$ cat config.mk
export PLATFORM = sky130hd
export DESIGN_NAME = sclk_clock_control
export DESIGN_NICKNAME = d
export VERILOG_FILES = /design/src/design/sclk_prescaler.v /design/src/design/sclk_clock_control.v
export VERILOG_INCLUDE_DIRS = /design/src /design/src/design
export SDC_FILE = /design/constraint.sdc
export NUM_CORES = 1
export LEC_CHECK = 0
export ABC_AREA = 0
export BUFFER_PORTS_ARGS = -buffer_cell sky130_fd_sc_hd__buf_2
export CAP_MARGIN = 20
export CORE_UTILIZATION = 48
export CTS_CLUSTER_SIZE = 16
export DETAILED_ROUTE_END_ITERATION = 10
export PLACE_DENSITY = 0.9
export SLEW_MARGIN = 20
export SYNTH_ARGS = -nofsm -noshare
export SYNTH_HDL_FRONTEND = slang
export SYNTH_SLANG_ARGS = --single-unit
$ cat constraint.sdc
create_clock -name i_clock -period 4.3 [get_ports i_clock]
set_input_delay 0.43 -clock i_clock [delete_from_list [all_inputs] [get_ports i_clock]]
set_output_delay 0.43 -clock i_clock [all_outputs]
set_load 0.01 [all_outputs]
$ cat src/design/sclk_regs.vh
`ifndef SCLK_REGS_VH
`define SCLK_REGS_VH
// ==================================================
// register byte addresses
`define SCLK_ADDR_CLK_CTRL 8'hD4
`define SCLK_ADDR_BT_CTRL 8'hDC
`define SCLK_ADDR_BT_COUNT 8'hE0
`define SCLK_ADDR_STATUS 8'hE4
// ==================================================
// system clock control fields
`define SCLK_CLK_WAKE_DIS 7
`define SCLK_CLK_SEL_HI 4
`define SCLK_CLK_SEL_LO 3
`define SCLK_CLK_MASK 8'h98
`define SCLK_CLK_RESET 8'h00
`define SCLK_SEL_DIV16 2'h0
`define SCLK_SEL_DIV8 2'h1
`define SCLK_SEL_DIV2 2'h2
`define SCLK_SEL_DIV1 2'h3
// ==================================================
// basic timer control fields
`define SCLK_BT_CNT_CLR 1
`define SCLK_BT_PRE_CLR 0
`define SCLK_BT_SEL_HI 3
`define SCLK_BT_SEL_LO 2
`define SCLK_BT_MASK 8'hFC
`define SCLK_BT_RESET 8'h00
`define SCLK_BT_SEL_4096 2'h0
`define SCLK_BT_SEL_1024 2'h1
`define SCLK_BT_SEL_128 2'h2
`define SCLK_BT_SEL_16 2'h3
// ==================================================
// status fields
`define SCLK_STAT_IRQ 0
`define SCLK_STAT_WAKE 1
// ==================================================
// prescaler taps (bit index of a 12-bit divider)
`define SCLK_PRE_W 12
`define SCLK_TAP_4096 11
`define SCLK_TAP_1024 9
`define SCLK_TAP_128 6
`define SCLK_TAP_16 3
`define SCLK_TAP_8 2
`define SCLK_TAP_2 0
`endif

$ cat src/design/sclk_prescaler.v
`include "sclk_regs.vh"
// ==================================================
// free-running divider; every bit toggles at half the rate of the one below
module sclk_prescaler (
  input wire i_clock,
  input wire i_rst,
  input wire i_clear,
  output reg [`SCLK_PRE_W-1:0] o_count,
  output wire [`SCLK_PRE_W-1:0] o_tick
);
  wire [`SCLK_PRE_W-1:0] next_count;
  assign next_count = o_count + {{(`SCLK_PRE_W-1){1'b0}}, 1'b1};
  // a tick is one cycle where bit k rises, i.e. rate fosc / 2^(k+1)
  genvar k;
  generate
    for (k = 0; k < `SCLK_PRE_W; k = k + 1) begin : g_tick
      assign o_tick[k] = ~o_count[k] & next_count[k] & ~i_clear;
    end
  endgenerate
  always @(posedge i_clock) begin
    if (i_rst || i_clear) begin // RULE3
      o_count <= {`SCLK_PRE_W{1'b0}};
    end else begin
      o_count <= next_count;
    end
  end
endmodule

$ cat src/design/sclk_clock_control.v
`include "sclk_regs.vh"
// How it works
// RULE1 - Writing one to the counter-clear bit of the timer control register zeroes the timer count.
// RULE2 - The counter-clear bit never stores a one, so it always reads back zero.
// RULE3 - Writing one to the divider-clear bit zeroes the shared prescaler; writing zero does nothing.
// RULE4 - The divider-clear bit never stores a one, so it always reads back zero.
// RULE5 - Clock control bit 7 low lets an oscillator wake-up raise a request in power-down; high blocks it.
// RULE6 - Clock control bits 4:3 pick the cpu rate: 00 /16, 01 /8, 10 /2, 11 undivided.
// RULE7 - Clock control resets to zero (divide by 16, wake-up request enabled) and unused bits read zero.
module sclk_clock_control (
  input wire i_clock,
  input wire i_rst,
  input wire i_psel,
  input wire i_penable,
  input wire i_pwrite,
  input wire [31:0] i_paddr,
  input wire [31:0] i_pwdata,
  output wire o_pready,
  output reg [31:0] o_prdata,
  output wire o_pslverr,
  input wire i_power_down,
  input wire i_osc_wakeup,
  output wire o_cpu_clock_en,
  output wire [`SCLK_PRE_W-1:0] o_prescaler_tick,
  output wire o_timer_tick,
  output reg [7:0] o_timer_count,
  output reg o_wakeup_irq
);
  // ==================================================
  // register bus
  reg [7:0] clk_ctrl;
  reg [7:0] bt_ctrl;
  reg wake_s1;
  reg wake_s2;
  reg wake_prev;
  wire wr_access;
  wire rd_access;
  wire cnt_clear;
  wire pre_clear;
  wire [`SCLK_PRE_W-1:0] pre_count;
  wire [`SCLK_PRE_W-1:0] pre_tick;
  wire [1:0] cpu_sel;
  wire [1:0] bt_sel;
  wire wake_edge;
  reg next_cpu_en;
  reg next_bt_tick;
  reg [31:0] next_prdata;

  // decode of an 8-bit register address, used for reads, writes and errors
  function hit;
    input [31:0] addr;
    input [7:0] target;
    begin
      hit = (addr[31:8] == 24'h000000) && (addr[7:0] == target);
    end
  endfunction

  function mapped;
    input [31:0] addr;
    begin
      mapped = hit(addr, `SCLK_ADDR_CLK_CTRL) || hit(addr, `SCLK_ADDR_BT_CTRL) ||
        hit(addr, `SCLK_ADDR_BT_COUNT) || hit(addr, `SCLK_ADDR_STATUS);
    end
  endfunction

  // zero wait state slave; unmapped addresses answer with an error
  assign o_pready = 1'b1;
  assign o_pslverr = i_psel & i_penable & ~mapped(i_paddr);
  assign wr_access = i_psel & i_penable & i_pwrite;
  assign rd_access = i_psel & ~i_penable & ~i_pwrite;

  // command bits act for the access cycle only and are never stored
  assign cnt_clear = wr_access && hit(i_paddr, `SCLK_ADDR_BT_CTRL) &&
    i_pwdata[`SCLK_BT_CNT_CLR]; // RULE1
  assign pre_clear = wr_access && hit(i_paddr, `SCLK_ADDR_BT_CTRL) &&
    i_pwdata[`SCLK_BT_PRE_CLR]; // RULE3

  always @(posedge i_clock) begin
    if (i_rst) begin
      clk_ctrl <= `SCLK_CLK_RESET; // RULE7
      bt_ctrl <= `SCLK_BT_RESET;
    end else if (wr_access) begin
      if (hit(i_paddr, `SCLK_ADDR_CLK_CTRL)) begin
        clk_ctrl <= i_pwdata[7:0] & `SCLK_CLK_MASK; // RULE7
      end
      if (hit(i_paddr, `SCLK_ADDR_BT_CTRL)) begin
        bt_ctrl <= i_pwdata[7:0] & `SCLK_BT_MASK; // RULE2 RULE4
      end
    end
  end

  // read data registered in the setup cycle so it is stable in the access phase
  always @* begin
    next_prdata = 32'h00000000;
    if (hit(i_paddr, `SCLK_ADDR_CLK_CTRL)) begin
      next_prdata[7:0] = clk_ctrl;
    end else if (hit(i_paddr, `SCLK_ADDR_BT_CTRL)) begin
      next_prdata[7:0] = bt_ctrl; // RULE2 RULE4
    end else if (hit(i_paddr, `SCLK_ADDR_BT_COUNT)) begin
      next_prdata[7:0] = o_timer_count;
    end else if (hit(i_paddr, `SCLK_ADDR_STATUS)) begin
      next_prdata[`SCLK_STAT_IRQ] = o_wakeup_irq;
      next_prdata[`SCLK_STAT_WAKE] = wake_s2;
    end
  end

  always @(posedge i_clock) begin
    if (i_rst) begin
      o_prdata <= 32'h00000000;
    end else if (rd_access) begin
      o_prdata <= next_prdata;
    end
  end

  // ==================================================
  // shared prescaler
  sclk_prescaler u_pre (
    .i_clock(i_clock),
    .i_rst(i_rst),
    .i_clear(pre_clear),
    .o_count(pre_count),
    .o_tick(pre_tick)
  );
  assign o_prescaler_tick = pre_tick;

  // ==================================================
  // cpu clock enable
  assign cpu_sel = clk_ctrl[`SCLK_CLK_SEL_HI:`SCLK_CLK_SEL_LO];
  always @* begin
    case (cpu_sel) // RULE6
      `SCLK_SEL_DIV16: next_cpu_en = pre_tick[`SCLK_TAP_16];
      `SCLK_SEL_DIV8: next_cpu_en = pre_tick[`SCLK_TAP_8];
      `SCLK_SEL_DIV2: next_cpu_en = pre_tick[`SCLK_TAP_2];
      `SCLK_SEL_DIV1: next_cpu_en = 1'b1;
      default: next_cpu_en = 1'b1;
    endcase
  end
  // divided rates pause for a cycle on a prescaler clear: a short pulse is worse
  assign o_cpu_clock_en = next_cpu_en;

  // ==================================================
  // basic timer counter
  assign bt_sel = bt_ctrl[`SCLK_BT_SEL_HI:`SCLK_BT_SEL_LO];
  always @* begin
    case (bt_sel)
      `SCLK_BT_SEL_4096: next_bt_tick = pre_tick[`SCLK_TAP_4096];
      `SCLK_BT_SEL_1024: next_bt_tick = pre_tick[`SCLK_TAP_1024];
      `SCLK_BT_SEL_128: next_bt_tick = pre_tick[`SCLK_TAP_128];
      `SCLK_BT_SEL_16: next_bt_tick = pre_tick[`SCLK_TAP_16];
      default: next_bt_tick = 1'b0;
    endcase
  end
  assign o_timer_tick = next_bt_tick;

  always @(posedge i_clock) begin
    if (i_rst || cnt_clear) begin // RULE1
      o_timer_count <= 8'h00;
    end else if (next_bt_tick) begin
      o_timer_count <= o_timer_count + 8'h01;
    end
  end

  // ==================================================
  // oscillator wake-up request
  always @(posedge i_clock) begin
    if (i_rst) begin
      wake_s1 <= 1'b0;
      wake_s2 <= 1'b0;
      wake_prev <= 1'b0;
    end else begin
      wake_s1 <= i_osc_wakeup;
      wake_s2 <= wake_s1;
      wake_prev <= wake_s2;
    end
  end
  assign wake_edge = wake_s2 & ~wake_prev;

  // one-cycle request; the interrupt controller keeps the pending state
  always @(posedge i_clock) begin
    if (i_rst) begin
      o_wakeup_irq <= 1'b0;
    end else begin
      o_wakeup_irq <= wake_edge & i_power_down & ~clk_ctrl[`SCLK_CLK_WAKE_DIS]; // RULE5
    end
  end
endmodule

### Word level (Yosys, flattened, before mapping)

Index checks and enable logic that the tools add are counted.

| word-level totals | value |
|---|---|
| flip-flop bits (word level) | 41 |
| latch bits | 0 |
| memory bits (writable) | 0 |
| bits in read-only memories | 0 |
| input bits | 71 |
| word-level logic and storage cells | 95 |
| memories | 0 |

| cells by class | value |
|---|---|
| $add $sub $neg | 2 |
| $mul | 0 |
| div/mod/pow operators | 0 |
| $lt $le $gt $ge | 0 |
| equality and inequality tests | 10 |
| shifts and indexed selects | 0 |
| mux-type cells | 7 |
| bitwise logic cells | 50 |
| reduce and logical (&&, ||, !) cells | 17 |

Operators by type and width:

| cell | count |
|---|---|
| $and A1 B1 Y1 | 32 |
| $eq A8 B8 Y1 const B | 4 |
| $logic_not A24 Y1 | 1 |
| $not A1 Y1 | 18 |
| $mux W8 | 2 |
| $add A12 B1 Y12 const B | 1 |
| $add A8 B1 Y8 const B | 1 |
| $eq A2 B2 Y1 const B | 4 |
| $pmux W1 S4 | 2 |
| $logic_and A1 B1 Y1 | 7 |
| $mux W6 | 1 |
| $logic_or A1 B1 Y1 | 5 |
| $eq A2 B1 Y1 const B | 2 |
| $logic_not A2 Y1 | 2 |
| $mux W2 | 2 |
| $reduce_and A2 Y1 | 2 |

### Depth between registers and ports, before layout

Gate-level depths: netlist (run 1).

| logic depth | value |
|---|---|
| depth after elaboration | 7 |
| gate-level depth with buffers | 11 |

### Modules after synthesis

Synthesis (run 1) repeated with hierarchy kept, for this count alone.

| unflattened totals | value |
|---|---|
| cells, all modules | 268 |
| area, all modules | 2413.6 um2 |

Modules (own cells, without submodules):

| module | instances | cells an instance | area each (um2) | sequential area each (um2) |
|---|---|---|---|---|
| sclk_clock_control | 1 | 193 | 1731.7 | 580.6 |
| sclk_prescaler | 1 | 75 | 681.9 | 240.2 |

### Worst setup path after synthesis (run 1)

OpenSTA, ideal clock, no wires.

| timing | value |
|---|---|
| path kind | flip-flop to flip-flop |
| start point | register u_pre.o_count[2] |
| end point | register o_timer_count[6] |
| library setup time | 0.070 ns |
| data arrival time | 2.552 ns |
| data required time | 4.230 ns |
| setup slack | 1.679 ns |
| stages on the path, launching flop included | 12 |
| path buffers | 1 |
| period minus slack after synthesis | 2.621 ns |
| cell sequence | dfxtp_1 > inv_1 > nor4_1 > and3_1 > and2_1 > nor4b_1 > ha_1 > mux2i_1 > mux2_2 > clkbuf_1 > or4_1 > a21oi_1 |

| between the ends | value |
|---|---|
| longest elaborated chain between the ends | 4 |
| elaborated cells between the ends (all ways) | 10 |

RTL lines:

| what | line | source |
|---|---|---|
| start, declared | sclk_prescaler.v:8 | `` output reg [`SCLK_PRE_W-1:0] o_count, `` |
| start signal, assigned | sclk_prescaler.v:22 | `` o_count <= {`SCLK_PRE_W{1'b0}}; `` |
| start signal, assigned | sclk_prescaler.v:24 | `o_count <= next_count;` |
| $add A12 B1 Y12 * | sclk_prescaler.v:12 | `` assign next_count = o_count + {{(`SCLK_PRE_W-1){1'b0}}, 1'b1}; `` |
| $and A1 B1 Y1 (2 in series) | sclk_prescaler.v:17 | `assign o_tick[k] = ~o_count[k] & next_count[k] & ~i_clear;` |
| $pmux W1 S4 * | sclk_clock_control.v:145 | `case (bt_sel)` |
| end signal, assigned | sclk_clock_control.v:159 | `o_timer_count <= o_timer_count + 8'h01;` |
| end, declared | sclk_clock_control.v:26 | `output reg [7:0] o_timer_count,` |

Every way passes the cells marked *; elsewhere a longest branch is shown, timed or not.
A chain may end at the register's enable or synchronous reset.

### Final worst setup path (run 1)

| timing | value |
|---|---|
| start point | register u_pre.o_count[2] |
| end point | output port o_timer_tick |

| between the ends | value |
|---|---|
| longest elaborated chain between the ends | 4 |
| elaborated cells between the ends (all ways) | 10 |

RTL lines:

| what | line | source |
|---|---|---|
| $add A12 B1 Y12 * | sclk_prescaler.v:12 |  |
| $and A1 B1 Y1 (2 in series) | sclk_prescaler.v:17 |  |
| $pmux W1 S4 * | sclk_clock_control.v:145 |  |
| end, declared | sclk_clock_control.v:25 | `output wire o_timer_tick,` |

Marks and branches as above.

==> impl_results.md, run 1 <==
* Power Dens Cells at between 200 and 300 nW/um^2
* Unrepaired setup endpoints after global routing: false
* Number of global-route vias before repair at approximately 2000
* Max clock buf depth at 2
* Post-Route WL at 5.450 mm
* Critical path endpoint category: output port
* Path type of the worst min-delay path: in -> reg
* Sequential area share after synthesis at 34.73%
* Cts hold-fix bufs at 0
* Critical path class: reg -> out
* Pleak at approximately 1.2 nW
* Die area at 5209 sq um
* Initial DRT Pass Iterations at 4
* EDFF count, synth at 0
* Vias at 2198
* Post-route setup slack at roughly 1.2 ns
* I/O Pins at 128
* N_diodes at 0
* Avg Inst Size Synth at 8.563 sq um
* Setup crit start kind: register
* Worst endpoint required time at 3.87 ns
* Largest net degree at the start of global routing at 22
* Number of buffers and inverters on the critical path at 2
* Mapped cell area at 2364 sq um
* # fillers at 415
* Total global routing overflow at 0
* Crit share post-route at approximately 73%
* Synth Instances at 276
* Clk_skew at 0.01038 ns
* Initial Util at between 50% and 60%
* Area grow syn2layout at 18.85%
* Via-to-Cell Ratio at 5.258
* TritonCTS Sinks at slightly above 40
* Crit-path cells: inv_1 -> nor4_1 -> and3_1 -> and2_1 -> nor4b_1 -> ha_1 -> mux2i_1 -> mux2_2 -> nor2_1 -> buf_2
* Area of the core at 4723 sq um
* Commonest non-fill, non-tap cell in the layout: buf_2
* Most frequent cells in the layout: buf_2, dfxtp_1, nor2_1
* Routed WL per cell at between 10 and 15 microns
* Post-DRT Antenna Nets at 0
* Slowest cell on the critical path: nor4_1
* Die width at ~72 microns
* Slew HR at 59.64%
* TritonCTS clock tree: yes
* Critical path's largest stage delay at 0.39 ns
* Setup bufs post-CTS at 0
* Ys flop type: dfxtp_1
* Post-cts gate resize count at 0
* Final net count at 435
* Synth warn at 0
* VDD IR max at a little under 0.0002 V
* IO buf count at 78
* First-pass GRT wire length at 8.694 mm
* H-tree levels at 2
* Maximum clock frequency at roughly 320 MHz
* Fin. max-slew vios at 0
* Post-DP HPWL at 4.240 mm
* Worst slew pin tran at 0.6004 ns
* # setup viols final at 0
* Worst Path Max Fanout at 12
* Pre-CTS setup slack at approximately 1.4 ns
* Site Rows at 25
* Minimum clock period at 3.145 ns
* Setup Total Neg Slack at 0 ns
* DR iter-0 viols at 164
* Clock Latency Late Sink at 0.30 ns
* Clock root buffer: clkbuf_8
* Share of cells above drive strength 1 at 29.06%
* Worst EP arrival at roughly 2.7 ns
* Max-capacitance violation count at 0
* Crit path max-delay family: simple AND/OR/NAND/NOR gates
* Height of the die at approximately 72 microns
* Initial antenna violation count at 0
* WHS at 0.3433 ns
* GRT Total Usage at 21.16%
* #FFs+latches synth at 41
* Cts bufs inserted at 5
* CTS clock-pin slew for the worst setup and hold paths at 0.08 ns
* Placer Congestion at 0.8549
* Hold Fails Final Rpt at 0
* Status: completed
* # DRC at 0
* Synth unique cells at 42
* Ys async rst share at 0%
==> layout make-up <==
class / instances / area [sq um] / area share, %
Multi-Input combinational cell: 212 / 1358 / 48.33
Sequential cell: 41 / 820.8 / 29.22
Timing Repair Buffer: 79 / 397.9 / 14.16
Tap cell: 67 / 83.83 / 2.984
Clock buffer: 5 / 68.82 / 2.450
Inverter: 12 / 45.04 / 1.604
Clock inverter: 2 / 35.03 / 1.247
==> path summary, 6_finish.rpt <==
check              startpoint               end  slack [ns]  depth (start not counted)
max          u_pre.o_count[2]      o_timer_tick        1.15                         10
min              i_osc_wakeup           wake_s1        0.34                          2
max reg2reg  u_pre.o_count[2]  o_timer_count[3]        1.39                         10
min reg2reg           wake_s1           wake_s2        0.44                          1
==> stage by stage <==
stage	total power [mW]	util, %	cell area, sq um	cells
2_1_floorplan	0.4496	-	2450	299
3_3_place_gp	0.4642	57.27	2705	411
3_5_place_dp	0.4656	57.27	2705	411
4_1_cts	0.7593	59.47	2809	418
5_1_grt	0.7874	59.47	2809	418
6_report	0.7596	59.47	2809	418
==> sequential cells by signal, indices dropped and copies added, names as in the netlist <==
| name | count |
|---|---|
| bt_ctrl | 6 |
| clk_ctrl | 3 |
| o_prdata | 8 |
| o_timer_count | 8 |
| o_wakeup_irq | 1 |
| u_pre.o_count | 12 |
| wake_prev | 1 |
| wake_s1 | 1 |
| wake_s2 | 1 |
==> synthesized netlist by cell type (2+ instances only) <==
master     n  share of area [%]
and2_1    16                4.2
a32oi_1    3                1.1
nor2b_1    5                1.3
inv_1     12                1.9
nor2_1    33                5.2
nor3_1     4               0.85
and3_1     7                1.9
a21oi_1   12                2.5
nand2_1   15                2.4
o21ai_0    6                1.3
nand4_1    2               0.53
nand3_1    8                1.7
or4_1      5                1.6
or3_1      2               0.53
nand2b_1   2               0.53
mux2i_1   12                5.1
conb_1     2               0.32
a211oi_1   2               0.64
nor4b_1    3                1.1
clkbuf_1   7                1.1
o31ai_1    4                1.3
nor3b_1    2               0.64
mux2_2     6                2.9
nor4_1     9                2.4
dfxtp_1   41                 35
buf_4     26                8.3
ha_1      13                6.9
nor4_2     3                1.6
==> cell families (layout without fill, tap and decap cells) <==
kind of cell | Yosys count | in the layout | synth area share [%]
adder cells (fa/ha/maj) | 13 | 13 | 6.882
multiplexers | 18 | 18 | 7.941
buffers and inverters | 46 | 98 | 11.49
flip-flops | 41 | 41 | 34.73
AND/OR/NAND/NOR | 122 | 122 | 29.43
other | 2 | 25 | 0.3177
AO/OA/AOI/OAI | 34 | 34 | 9.212
==> layer usage <==
layer | wire [microns] | part of all wire [%] | vias up | GRT usage (%)
li1 | - | - | 1067 | -
met1 | 2355 | 43 | 1029 | 26.53
met2 | 2691 | 49 | 96 | 36.55
met3 | 360 | 6.6 | 6 | 4.861
met4 | 42 | 0.77 | 0 | 5.447
met5 | 0 | 0 | - | 0
==> power breakdown <==
group / switching, mW / leakage, nW / internal, mW
logic: 0.0420 / 0.863 / 0.0282
registers: 0.00317 / 0.332 / 0.384
clock network: 0.133 / 0.0540 / 0.169
total: 0.178 / 1.25 / 0.581
Note: power is estimated with default switching activity, not from simulation.
==> run 2: changes to the inputs <==
Settings changed: ABC_AREA 0 to 1, CORE_UTILIZATION 48 to 45, PLACE_DENSITY 0.9 to 0.86.
Clock period 4.3 ns to 3.1 ns, I/O delays scaled along.
==> run 2 against run 1 <==
  * Synthesized area down 0.21%
  * Sequential cell count unchanged
  * Register-to-register slack worse by 0.34 ns
  * Core utilization down 1.5 points
  * First-iteration DRC count down 24%
  * Worst hold slack worse by 0.13 ns
  * Total power up 41%
  * Sequential power up 38%
  * Largest cell class unchanged
==> impl_results.md, run 2 <==
* Synth unique cells at 32
* Number of global-route vias before repair at about 2100
* Site Rows at 25
* Initial DRT Pass Iterations at 4
* Height of the die at 74.40 microns
* Maximum clock frequency at 396.7 MHz
* Worst Path Max Fanout at 9
* Placed instance area at between 2000 and 3000 sq um
* Ys flop type: dfxtp_1
* Die area at approximately 5500 sq um
* Setup Total Neg Slack at 0 ns
* Hold Fails Final Rpt at 0
* Setup bufs post-CTS at 0
* Post-cts gate resize count at 0
* Cts bufs inserted at 5
* Die width at 74.40 microns
* Initial Util at 48.33%
* Mapped cell area at 2359 sq um
* # DRC at 0
* Critical Path Source: u_pre.o_count[3]
* Critical path class: reg -> out
* Status: completed
* Path type of the worst min-delay path: in -> reg
* Post-synth top area cell: dfxtp_1
* Biggest regs: u_pre.o_count (12), o_prdata (8), o_timer_count (8)
* Ys async rst share at 0%
* Share of cells above drive strength 1 at 22.84%
* Clk_skew at 0.01238 ns
* I/O Pins at 128
* N_diodes at 0
* Synth warn at 0
* GRT Total Usage at between 10% and 20%
* Sequential area share after synthesis at 34.80%
* Max clock buf depth at 2
* Total global routing overflow at 0
* Crit share post-route at 81.31%
* Minimum clock period at 2.521 ns
* Post-route setup slack at 0.5794 ns
* VDD IR max at 0.0002429 V
* Clock Latency Late Sink at 0.30 ns
* Critical path endpoint category: output port
* Fin. max-slew vios at 0
* Met2 Use GR at 37.14%
* Max FFs per register at 12
* Worst endpoint required time at 2.79 ns
* Cts hold-fix bufs at 0
* Area grow syn2layout at 20.00%
* Top cells by area, synth: dfxtp_1, inv_1, nand2_1
* Commonest non-fill, non-tap cell in the layout: buf_2
* Unrepaired setup endpoints after global routing: false
* Placer Congestion at 0.8984
* Pleak at between 1 and 1.5 nW
* EDFF count, synth at 0
* Worst EP arrival at 2.21 ns
* Post-route cell area at ~2800 sq um
* Post-Route WL at 5.416 mm
* IO buf count at 78
* Met1 global-route usage at 22.63%
* CTS clock-pin slew for the worst setup and hold paths at 0.09 ns
* GRT Max-Usage Layer: met2
* Yosys top cell area share at 34.80%
* Avg Inst Size Synth at 7.019 sq um
* Area of the core at 4880 sq um
* Routed WL per cell at 11.21 microns
* Slew HR at ~57%
* Worst slew pin tran at roughly 0.64 ns
* Initial antenna violation count at 0
* Final net count at 499
* Max-capacitance violation count at 0
* Crit Reg-Reg Startpoint: u_pre.o_count[3]
* Hold_sp: i_osc_wakeup
* Vias at between 2000 and 2500
* Post-DRT Antenna Nets at 0
* Clock root buffer: clkbuf_8
* GR Util met3 at under 10%
* TritonCTS clock tree: yes
* #FFs+latches synth at 41
* Synth Instances at 336
* First-pass GRT wire length at 8.549 mm
* # setup viols final at 0
* Pre-CTS setup slack at 0.9297 ns
* DR iter-0 viols at 125
* Synth cell count leaders: inv_1, nand2_1, nor2_1
* H-tree levels at 2
* Most frequent cells in the layout: buf_2, inv_1, nand2_1
* Power Dens Cells at 377.6 nW/um^2
* TritonCTS Sinks at 41
* Largest net degree at the start of global routing at 18
* Post-DP HPWL at roughly 4.2 mm
* Top reg by flops: u_pre.o_count
* Most common cell in the synthesized netlist: inv_1
* Via-to-Cell Ratio at 4.791
* Setup crit start kind: register
==> run 2: cell count changes after synthesis, moves of 6 or more <==
| cell | before | now |
|---|---|---|
| a21oi_1 | 12 | 22 |
| and2_1 | 16 | 0 |
| and3_1 | 7 | 1 |
| inv_1 | 12 | 59 |
| mux2_2 | 6 | 0 |
| mux2i_1 | 12 | 0 |
| nand2_1 | 15 | 52 |
| nand3_1 | 8 | 19 |
| nor2_1 | 33 | 44 |
| nor3_1 | 4 | 11 |
| nor4_1 | 9 | 2 |
==> run 2: logic make-up (layout without fill, tap and decap cells) <==
logic type / after synthesis / after routing / share of synthesized area, %
buffers and inverters: 90 / 147 / 18.36
AO/OA/AOI/OAI: 45 / 45 / 10.66
XOR/XNOR: 6 / 6 / 2.228
flip-flops: 41 / 41 / 34.80
other: 2 / 25 / 0.3184
adder cells (fa/ha/maj): 13 / 13 / 6.897
AND/OR/NAND/NOR: 139 / 139 / 26.74
==> run 2: per-stage QoR <==
step / utilization, % / cells / power (mW) / hold slack, ns
floorplan: - / 359 / 0.6219 / 0.3728
global placement: 55.64 / 475 / 0.6404 / 0.3777
detailed placement: 55.64 / 475 / 0.6433 / 0.3883
CTS: 58.00 / 483 / 1.071 / 0.2119
global route: 58.00 / 483 / 1.100 / 0.2132
finish: 58.00 / 483 / 1.069 / 0.2112
==> run 2: area by class of cell <==
type                       instances  area [sq um]
clock buffer                       5         68.82
clock inverter                     3         46.29
fill                             441          2049
inverter                          61         229.0
multi-input combinational        228          1191
sequential                        41         820.8
tap                               67         83.83
timing repair buffer              78         390.4
==> run 2: critical path, stage by stage, from the launching register on <==
cell     delay (ns)
dfxtp_1        0.34
nand2_1        0.09
nor3_1         0.16
inv_1          0.11
nor3_1         0.21
nand2_1        0.11
nor2_1         0.12
ha_1           0.20
nand3_1        0.09
nand2_1        0.12
nand2_4        0.11
nand2_4        0.12
buf_2          0.14
==> run 2: power breakdown <==
group,internal (mW),switching (mW),total [mW]
Combinational,0.0364,0.0572,0.0936
Sequential,0.533,0.00425,0.537
Clock,0.241,0.197,0.438
==> run 2: final timing paths <==
path | endpoint | depth (start not counted) | slack (ns)
setup reg to reg | o_timer_count[3] | 13 | 1.05
hold reg to reg | o_wakeup_irq | 1 | 0.40
hold / removal | wake_s1 | 3 | 0.21
setup / recovery | o_timer_tick | 12 | 0.58
==> run 2: metal layers <==
metal	routed length [microns]	share of wire (%)	up-vias
met5	0	0	-
met4	74	1.4	0
li1	-	-	1171
met3	351	6.5	7
met1	2229	41	1050
met2	2760	51	86
